**config.mk**
```make
export PLATFORM = sky130hd
export DESIGN_NAME = tsc_mode_reg
export DESIGN_NICKNAME = d
export VERILOG_FILES = /design/src/tsc_pkg.sv /design/src/tsc_cmp_if.sv /design/src/tsc_mode_reg.sv /design/src/tsc_thresh_filter.sv
export VERILOG_INCLUDE_DIRS = /design/src
export SDC_FILE = /design/constraint.sdc
export NUM_CORES = 1
export LEC_CHECK = 0
export BUFFER_PORTS_ARGS = -buffer_cell sky130_fd_sc_hd__buf_4
export CAP_MARGIN = 20
export CORE_ASPECT_RATIO = 1.25
export CORE_UTILIZATION = 45
export DETAILED_ROUTE_END_ITERATION = 12
export PLACE_DENSITY = 0.67
export SLEW_MARGIN = 20
export SYNTH_ARGS = -nofsm -noshare
export SYNTH_HDL_FRONTEND = slang
export SYNTH_SLANG_ARGS = --single-unit
```
**constraint.sdc**
```tcl
create_clock -name sys_clk -period 4.22 [get_ports sys_clk]
set_clock_uncertainty 0.2 [all_clocks]
set_input_delay 0.844 -clock sys_clk [delete_from_list [all_inputs] [get_ports sys_clk]]
set_output_delay 0.844 -clock sys_clk [all_outputs]
set_load 0.03 [all_outputs]
```
**src/tsc_defines.svh**
```systemverilog
// offsets, field positions, reset values and timing counts of the mode word
`ifndef TSC_DEFINES_SVH
`define TSC_DEFINES_SVH

// ------------------------------------------------------------
// field positions within the 16-bit mode word
// ------------------------------------------------------------
`define TSC_BIT_DONE       15
`define TSC_BIT_RES_HI     14
`define TSC_BIT_RES_LO     13
`define TSC_BIT_FAULT_HI   12
`define TSC_BIT_FAULT_LO   11
`define TSC_BIT_POL        10
`define TSC_BIT_EVMODE     9
`define TSC_BIT_SHUTDOWN   8
`define TSC_BIT_RATE_HI    7
`define TSC_BIT_RATE_LO    6
`define TSC_BIT_THRESH     5
`define TSC_BIT_WIDE       4

// ------------------------------------------------------------
// reset values and write masks
// ------------------------------------------------------------
`define TSC_RESET_WORD     16'h60A0
`define TSC_WRITE_MASK     16'h1FD0
`define TSC_RES_FIXED      2'h3
`define TSC_RATE_RESET     2'h2
`define TSC_GCALL_CMD      8'h06

// ------------------------------------------------------------
// timing: conversion periods in ms, clock in kHz
// ------------------------------------------------------------
`define TSC_CLK_KHZ        100000
`define TSC_PERIOD0_MS     4000
`define TSC_PERIOD1_MS     1000
`define TSC_PERIOD2_MS     250
`define TSC_PERIOD3_MS     125

`endif

```
**src/tsc_pkg.sv**
```systemverilog
// types shared by the mode word logic
package tsc_pkg;

  typedef enum logic [1:0] {
    TSC_ST_IDLE    = 2'b01,
    TSC_ST_TRIPPED = 2'b10
  } tsc_thr_state_t;

  typedef logic [1:0] tsc_rate_t;

  // consecutive faults needed for a fault-count code
  function automatic logic [2:0] tsc_fault_need(input logic [1:0] code);
    case (code)
      2'h0:    tsc_fault_need = 3'h1;
      2'h1:    tsc_fault_need = 3'h2;
      2'h2:    tsc_fault_need = 3'h4;
      default: tsc_fault_need = 3'h6;
    endcase
  endfunction

endpackage

```
**src/tsc_cmp_if.sv**
```systemverilog
// carrier between the mode word logic and the threshold filter
`timescale 1ns/1ps
interface tsc_cmp_if;
  logic       result_valid;
  logic       above_high;
  logic       below_low;
  logic [2:0] need_count;
  logic       clear;
  logic       tripped;

  modport ctrl (output result_valid, output above_high, output below_low,
                output need_count, output clear, input tripped);
  modport filt (input result_valid, input above_high, input below_low,
                input need_count, input clear, output tripped);
endinterface

```
**src/tsc_mode_reg.sv**
```systemverilog
// mode word of the temperature sensor: storage, byte access, timer, status
//
// Functional notes
// - 16-bit read/write mode word, bytes moved high byte first.
// - High bit 7 reads 0 while converting, 1 when idle; resets to 0.
// - High bits 6:5 read-only, fixed 11 for 12-bit resolution.
// - High bits 4:3 pick consecutive faults needed: 1, 2, 4, 6.
// - High bit 2 sets alert pin active level; 0 means active low.
// - High bit 1: 1 interrupt mode, 0 comparator mode (default).
// - High bit 0: 1 shutdown, 0 continuous conversion (default).
// - Low bits 7:6 set rate 0.25, 1, 4 (default), 8 Hz.
// - Polarity 0: low bit 5 reads 1 until high-limit faults met.
// - Changed state holds until low-limit faults met, then returns idle.
// - Polarity 1 inverts the threshold status bit.
// - Event mode bit never affects the threshold status bit.
// - Wide range bit selects 13-bit formats, flagged in result bit 0.
// - General call command 06h restores reset values, aborts conversion.
`timescale 1ns/1ps
`include "tsc_defines.svh"
module tsc_mode_reg
  import tsc_pkg::*;
#(
  parameter int unsigned PERIOD0_CYC = `TSC_PERIOD0_MS * `TSC_CLK_KHZ,
  parameter int unsigned PERIOD1_CYC = `TSC_PERIOD1_MS * `TSC_CLK_KHZ,
  parameter int unsigned PERIOD2_CYC = `TSC_PERIOD2_MS * `TSC_CLK_KHZ,
  parameter int unsigned PERIOD3_CYC = `TSC_PERIOD3_MS * `TSC_CLK_KHZ
)(
  // clock and reset
  input  wire logic        sys_clk,
  input  wire logic        resetn,
  // byte access from the serial protocol engine
  input  wire logic        frame_start,
  input  wire logic        wr_byte_valid,
  input  wire logic [7:0]  wr_byte_data,
  input  wire logic        rd_byte_req,
  output logic      [7:0]  rd_byte_data,
  // general call second byte
  input  wire logic        gcall_valid,
  input  wire logic [7:0]  gcall_byte,
  // measurement path
  input  wire logic        conv_busy,
  input  wire logic        result_valid,
  input  wire logic        above_high,
  input  wire logic        below_low,
  output logic             conv_start,
  output logic             conv_abort,
  // mode outputs
  output logic             shutdown_select,
  output logic             alert_event_mode,
  output logic             output_active_level,
  output logic      [1:0]  fault_count_sel,
  output logic             wide_range_mode,
  output logic             temp_format_bit,
  output logic             threshold_state_flag
);

  logic [15:0] word;         // writable fields only
  logic [7:0]  hold_high;    // high byte waiting for its partner
  logic        byte_idx;     // 0: next byte is the high byte
  logic        conversion_done_flag;
  logic [31:0] timer;
  logic [31:0] period;
  logic        gcall_reset;
  logic        soft_clear;
  logic        commit;
  logic [15:0] read_word;
  logic [15:0] next_word;
  logic        tripped_q;

  tsc_cmp_if cmp ();

  // ------------------------------------------------------------
  // decode and selection
  // ------------------------------------------------------------
  // general call reset decode
  assign gcall_reset = gcall_valid && (gcall_byte == `TSC_GCALL_CMD);
  assign soft_clear  = !resetn || gcall_reset;
  // word commits on the low byte
  assign commit      = wr_byte_valid && byte_idx;
  assign next_word   = ({hold_high, wr_byte_data} & `TSC_WRITE_MASK) |
                       (word & ~`TSC_WRITE_MASK);

  assign shutdown_select     = word[`TSC_BIT_SHUTDOWN];
  assign alert_event_mode    = word[`TSC_BIT_EVMODE];
  assign output_active_level = word[`TSC_BIT_POL];
  assign fault_count_sel     = word[`TSC_BIT_FAULT_HI:`TSC_BIT_FAULT_LO];
  assign wide_range_mode     = word[`TSC_BIT_WIDE];
  assign temp_format_bit     = word[`TSC_BIT_WIDE];

  assign threshold_state_flag = word[`TSC_BIT_POL] ? tripped_q : !tripped_q;

  always_comb begin
    read_word = word;
    read_word[`TSC_BIT_DONE] = conversion_done_flag;
    read_word[`TSC_BIT_RES_HI:`TSC_BIT_RES_LO] = `TSC_RES_FIXED;
    read_word[`TSC_BIT_THRESH] = threshold_state_flag;
  end

  // ------------------------------------------------------------
  // threshold filter
  // ------------------------------------------------------------
  // fault count to run length
  assign cmp.need_count   = tsc_fault_need(fault_count_sel);
  assign cmp.result_valid = result_valid;
  assign cmp.above_high   = above_high;
  assign cmp.below_low    = below_low;
  assign cmp.clear        = gcall_reset;
  assign tripped_q        = cmp.tripped;

  tsc_thresh_filter u_filter (
    .sys_clk (sys_clk),
    .resetn  (resetn),
    .cmp     (cmp)
  );

  // ------------------------------------------------------------
  // mode word storage
  // ------------------------------------------------------------
  // writable fields
  always_ff @(posedge sys_clk) begin
    if (soft_clear) begin
      word <= `TSC_RESET_WORD;
    end else if (commit) begin
      word <= next_word;
    end
  end

  // byte pairing: high byte first, index restarts each frame
  always_ff @(posedge sys_clk) begin
    if (soft_clear || frame_start) begin
      byte_idx  <= 1'b0;
      hold_high <= 8'h00;
    end else if (wr_byte_valid || rd_byte_req) begin
      byte_idx <= !byte_idx;
      if (wr_byte_valid && !byte_idx) begin
        hold_high <= wr_byte_data;
      end
    end
  end

  always_ff @(posedge sys_clk) begin
    if (soft_clear) begin
      rd_byte_data <= 8'h00;
    end else if (rd_byte_req) begin
      rd_byte_data <= byte_idx ? read_word[7:0] : read_word[15:8];
    end
  end

  // ------------------------------------------------------------
  // conversion status and rate timer
  // ------------------------------------------------------------
  // done flag follows inverted busy
  always_ff @(posedge sys_clk) begin
    if (soft_clear) begin
      conversion_done_flag <= 1'b0;
    end else begin
      conversion_done_flag <= !conv_busy;
    end
  end

  always_comb begin
    case (word[`TSC_BIT_RATE_HI:`TSC_BIT_RATE_LO])
      2'h0:    period = PERIOD0_CYC;
      2'h1:    period = PERIOD1_CYC;
      2'h2:    period = PERIOD2_CYC;
      default: period = PERIOD3_CYC;
    endcase
  end

  always_ff @(posedge sys_clk) begin
    if (soft_clear || shutdown_select) begin
      timer      <= 32'h0;
      conv_start <= 1'b0;
    end else if (timer + 32'h1 >= period) begin
      timer      <= 32'h0;
      conv_start <= 1'b1;
    end else begin
      timer      <= timer + 32'h1;
      conv_start <= 1'b0;
    end
  end

  always_ff @(posedge sys_clk) begin
    if (!resetn) begin
      conv_abort <= 1'b0;
    end else begin
      conv_abort <= gcall_reset;
    end
  end

endmodule

```
**src/tsc_thresh_filter.sv**
```systemverilog
// consecutive-fault filter with hysteresis for the threshold state
`timescale 1ns/1ps
module tsc_thresh_filter
  import tsc_pkg::*;
(
  // clock and reset
  input  wire logic sys_clk,
  input  wire logic resetn,
  // comparison results and state
  tsc_cmp_if.filt   cmp
);

  tsc_thr_state_t state;
  tsc_thr_state_t next_state;
  logic [2:0]     run;
  logic [2:0]     next_run;
  logic           hit;
  logic [2:0]     run_inc;

  // ------------------------------------------------------------
  // condition pending in the present state
  // ------------------------------------------------------------
  // hysteresis condition select
  assign hit     = (state == TSC_ST_IDLE) ? cmp.above_high : cmp.below_low;
  assign run_inc = run + 3'h1;
  assign cmp.tripped = (state == TSC_ST_TRIPPED);

  // next state and run length
  always_comb begin
    next_state = state;
    next_run   = run;
    if (cmp.result_valid) begin
      if (!hit) begin
        next_run = 3'h0;
      end else if (run_inc >= cmp.need_count) begin
        next_run = 3'h0;
        case (state)
          TSC_ST_IDLE:    next_state = TSC_ST_TRIPPED;
          TSC_ST_TRIPPED: next_state = TSC_ST_IDLE;
          default:        next_state = TSC_ST_IDLE;
        endcase
      end else begin
        next_run = run_inc;
      end
    end
  end

  // state registers
  always_ff @(posedge sys_clk) begin
    if (!resetn || cmp.clear) begin
      state <= TSC_ST_IDLE;
      run   <= 3'h0;
    end else begin
      state <= next_state;
      run   <= next_run;
    end
  end

endmodule

```
After elaboration in Yosys (flattened, before gate mapping). Cells that the tools add are included.

Eq/ne operators: 7. Reduce and logical (&&, ||, !) cells: 16. Mux-type cells: 9. Add/subtract/negate cells: 2. $lt $le $gt $ge: 2. Bitwise logic cells: 1.

Operators with widths (number): 29-bit case mux with 3 select lines (1); 32-bit by 1-bit adder with 32-bit output, second input constant (1); 32-bit >= comparator (1); 13-bit by 16-bit bitwise OR with 16-bit output (1); 3-bit case mux with 3 select lines (1); 8-bit by 3-bit equality test with 1-bit output, second input constant (1); 8-bit two-way mux (1); 2-bit by 1-bit equality test with 1-bit output, second input constant (3); 2-bit equality test, second input constant (3); 3-bit two-way mux (2); 1-bit zero test (4); 2-bit zero test (2); 1-bit logical OR (4); 3-bit by 1-bit adder with 3-bit output, second input constant (1); 3-bit >= comparator (1); 1-bit logical AND (3); 1-bit two-way mux (3); 3-bit AND reduction (1); 2-bit two-way mux (1); 2-bit AND reduction (1); 2-bit OR reduction (1).

Word-level logic and storage cells: 47. Input port bits: 26. Register bits after elaboration: 70. Output and inout bits: 18.

Longest topological paths before layout.
Depth after elaboration: 5. Gate-level depth with buffers: 15. Gate-level depth less buffers: 13.

Modules after synthesis. A second synthesis with hierarchy kept.

Cells, all modules: 403. Area, all modules: 3588.4 sq um.

By module, submodules not included: tsc_mode_reg (cells each 363, seq. area each 1141.1 sq um, instances 1, area an instance 3246.9 sq um); tsc_thresh_filter (cells each 40, seq. area each 100.1 sq um, instances 1, area an instance 341.6 sq um).

Least setup slack after synthesis. No wires, ideal clock.

Path kind: reg2reg. Start: register timer[11]. End: register timer[1]. Data required time: 3.947 ns. Setup slack: 0.585 ns. Setup time: 0.073 ns. Path buffers: 3. Stages on the path, launching flop included: 16. Arrival time: 3.363 ns. Period minus slack after synthesis: 3.635 ns. Path through: dfxtp_1 nand4_1 or4_1 buf_2 nor3_1 nand3_1 xnor2_1 ha_1 a211oi_1 and4_1 a211o_1 o211ai_1 or3_1 buf_6 buf_6 nor3b_2.

Cells in the longest elaborated chain, start to end: 3.

RTL lines: start: declaration (RTL line tsc_mode_reg.sv:61) `logic [31:0] timer;`; start signal: assignment (RTL line tsc_mode_reg.sv:178) `timer <= timer + 32'h1;`; 32-bit by 1-bit adder with 32-bit output (RTL line tsc_mode_reg.sv:174) `end else if (timer + 32'h1 >= period) begin`; 32-bit >= comparator (RTL line tsc_mode_reg.sv:174); 2-bit OR reduction (no line).

No other way between the ends. A chain may end at the register's enable or synchronous reset.

Worst setup path in the final report.
Start: register timer[11]. End: register timer[12].

Cells in the longest elaborated chain, start to end: 3.

RTL lines (RTL line): 32-bit by 1-bit adder with 32-bit output (*) (tsc_mode_reg.sv:174, tsc_mode_reg.sv:178); 32-bit >= comparator (tsc_mode_reg.sv:174); 2-bit OR reduction (no line).

Mark *: on every way between the ends. The rest lies on a longest branch, timed or not.

==> flow_summary.yaml <==
synthesis:
  yosys_warnings: 0
  netlist_instances: 374
  async_flop_share: 0
  synth-xor-area-share: 0.0754
  synth_top_family_by_area: "simple AND/OR/NAND/NOR gates"
  synth_edf_count: 0
  synthesis.area_um2: 3370
  synth_mux_area_frac: 0.0327
  synth_compound_area_frac: 0.0980
  yosys-top-cells-count: "62 x dfxtp_1, 29 x ha_1, 27 x nor2_1, 25 x nand2_1, 25 x nand3_1"
  ys_seq_area_frac: 0.368
  synth_top_flop_cell: "dfxtp_1"
  synth_top_area_cell: "dfxtp_1"
  yosys.area_share.simple: 0.265
  yosys-top-cells-area: "dfxtp_1 37%, ha_1 11%, xnor2_1 4.7%, nor3b_1 4.5%, nand3_1 3.7%"
  ys_types: 51
  synth-seq-cells: 62
  synth.most_common_cell: "dfxtp_1"
  synth_adder_area_share: 0.108
  synth_top_area_frac: 0.368
  post_synth.cell_area_avg_um2: 9.01
global_route:
  grt_start_max_net_pins: 30
  grt_pass1_vias: 2706
  overflow: 0
  antenna_found_initial: 0
  track_usage: 0.202
  grt_pass1_wl_mm: 12.2
sta:
  maxSlewViolCount: 0
  tightest_slew_ps: 647
  fmax_ghz: 0.253
  rsz0062_at_grt: "false"
  slew_headroom: 0.568
  min_period_ps: 3950
  final.period_utilization: 0.936
  setup_viol: 0
  fin_tns_setup_ps: 0
  hold_viol_final: 0
setup_path:
  slowest_stage: "or4_1"
  crit_path_start_kind: "flip-flop"
  reg2reg_slack_ps: 270
  worstSetupPathType: "reg2reg"
  r2r_start: "timer[11]"
  critPathTopFamily: "simple AND/OR/NAND/NOR gates"
  cp_cell_sequence: "nand4_1, or4_1, buf_4, nor2_1, nand2_1, xnor2_1, ha_1, a21o_1, a21o_1, a311oi_1, a21oi_2, buf_4, nor3b_1"
  critPathRequiredTime_ps: 4280
  critPathBufInv: 2
  r2r_end: "timer[12]"
  cp_max_fo: 14
  endpoint_kind: "flip-flop"
  cp_slowest_stage_delay_ps: 620
  r2r_cells: 13
  cp.arrival_ps: 4010
placed_design:
  dp_hpwl_mm: 5.31
  place.gp.congestion: 0.839
  numPortBuffers: 42
  place_area_um2: 3740
  dp_cells: 492
finish:
  final_cell_area_um2: 3960
  syn_to_final_growth_pct: 17.4
  drive_above_1_share: 0.172
  n_antenna_cell: 0
  fin_nets: 468
  final_cells: 508
  post-route-util: 0.557
  fillers: 624
pwr:
  finalPower_mw: 1.27
  ir_worst_vdd_mv: 0.217
  seqPwrFrac: 0.478
  p_switching_mw: 0.298
  pwr-share-comb: 0.072
  switching_share: 0.235
  p_leak_nw: 1.65
  p_int_mw: 0.971
  clockPowerShare: 0.450
  powerDensity_nw_per_um2: 321
detailed_routing:
  drc_errors: 0
  drtIter0Drc: 85
  dr.pass1.iters: 4
  drt-wirelength-per-cell_um: 14.3
  ant_nets: 0
  vias: 2754
  wirelength_mm: 7.28
  avgViaCountPerCell: 5.42
hold_path:
  hold_end: "word[8]"
  worstHoldPathType: "reg2reg"
  hold_depth: 2
  worstHoldStart: "hold_high[0]"
clock_tree:
  clk_pin_slew_ps: 70
  cts_tree: "built"
  numClockSinks: 62
  htree_levels: 3
  cts_inserted_buffers: 9
  cts_root_buffer: "clkbuf_8"
  cts_max_path_buffers: 2
  clock_latency_ps: 350
die:
  die_area_um2: 7840
  die_w_um: 79.4
  placementRows: 34
  core_um2: 7100
  num_io_pins: 44
  start_util: 0.474
  die_height_um: 98.7
run_status:
  status: "complete, no violations"
run:
  maxCapViolations: 0
## tightest hold or removal path, stage by stage, from the launching register on
cell and delay, ps:
dfxtp_1 320, nand3_1 60, a21oi_1 50
## how the worst max path moves through the flow
stage              start         to  slack [ps]  cells past startpoint
2_1_floorplan  timer[11]   timer[1]         580                     15
3_3_place_gp   timer[11]  timer[12]         340                     13
3_5_place_dp   timer[11]  timer[12]         220                     13
4_1_cts        timer[11]  timer[23]         200                     13
5_1_grt         timer[3]  timer[19]           4                     13
6_report       timer[11]  timer[12]         270                     13
## what timing repair did
| item | 4_1_cts | 5_1_grt |
|---|---|---|
| gates resized for setup | 0 | 1 |
| hold buffers | 0 | 0 |
| setup endpoints to repair | 0 | 13 |
| buffers inserted | 0 | 0 |
## sequential cells by signal (all words and copies together), names as in the netlist
name / count
conv_start: 1
conversion_done_flag: 1
rd_byte_data: 8
conv_abort: 1
timer: 32
u_filter.run: 3
hold_high: 5
u_filter.state: 2
byte_idx: 1
word: 8
## area by class of cell
cell class,count,area [µm²],area share
clock buffer,10,128,0.0323
clock inverter,6,86.3,0.0218
inverter,15,56.3,0.0142
multi-input combinational,277,1970,0.498
sequential,62,1240,0.314
tap,90,113,0.0285
timing repair buffer,48,360,0.0911
## cell usage in the layout, fill, tap and decap left out, types with 2 or more instances in the layout
master and instances:
a211o_1 3, a211oi_1 4, a21o_1 7, a21oi_1 13, a22oi_1 2, a311oi_1 4
and2_1 2, and3_1 4, and4_1 5, buf_4 48, bufinv_16 2, clkbuf_8 9
clkinv_2 2, conb_1 3, dfxtp_1 62, ha_1 29, inv_1 15, mux2i_1 11
nand2_1 25, nand2b_1 5, nand3_1 25, nand3b_1 4, nand4_1 7, nor2_1 27
nor2b_1 3, nor3_1 14, nor3_2 5, nor3b_1 20, nor4_1 5, o21a_1 2
o21ai_0 2, xnor2_1 18, xor2_1 11
## logic make-up after synthesis
group	count (synthesis)
mux	11
simple gates	158
fa+ha+maj	29
other cells	1
buf+inv	37
flops	62
xor+xnor	29
compound gates	47
## per-layer routing
layer	track usage	share of wire
met1	0.228	0.43
met2	0.349	0.50
met3	0.0500	0.041
met4	0.0993	0.024
met5	0	0
## power by group through the flow
stage | sequential (mW) | combinational (mW) | clock, mW
after floorplan | 0.623 | 0.0538 | 0
after global placement | 0.619 | 0.0907 | 0
after detailed placement | 0.620 | 0.0920 | 0
after CTS | 0.606 | 0.0923 | 0.581
after global routing | 0.608 | 0.101 | 0.613
final | 0.606 | 0.0918 | 0.571
## metrics by stage
stage,setup slack [ps],hold WS [ps]
2_1_floorplan,585,243
3_3_place_gp,341,257
3_5_place_dp,224,261
4_1_cts,198,275
5_1_grt,3.65,294
6_report,271,271
No activity file was read; power rests on OpenSTA's default activity.
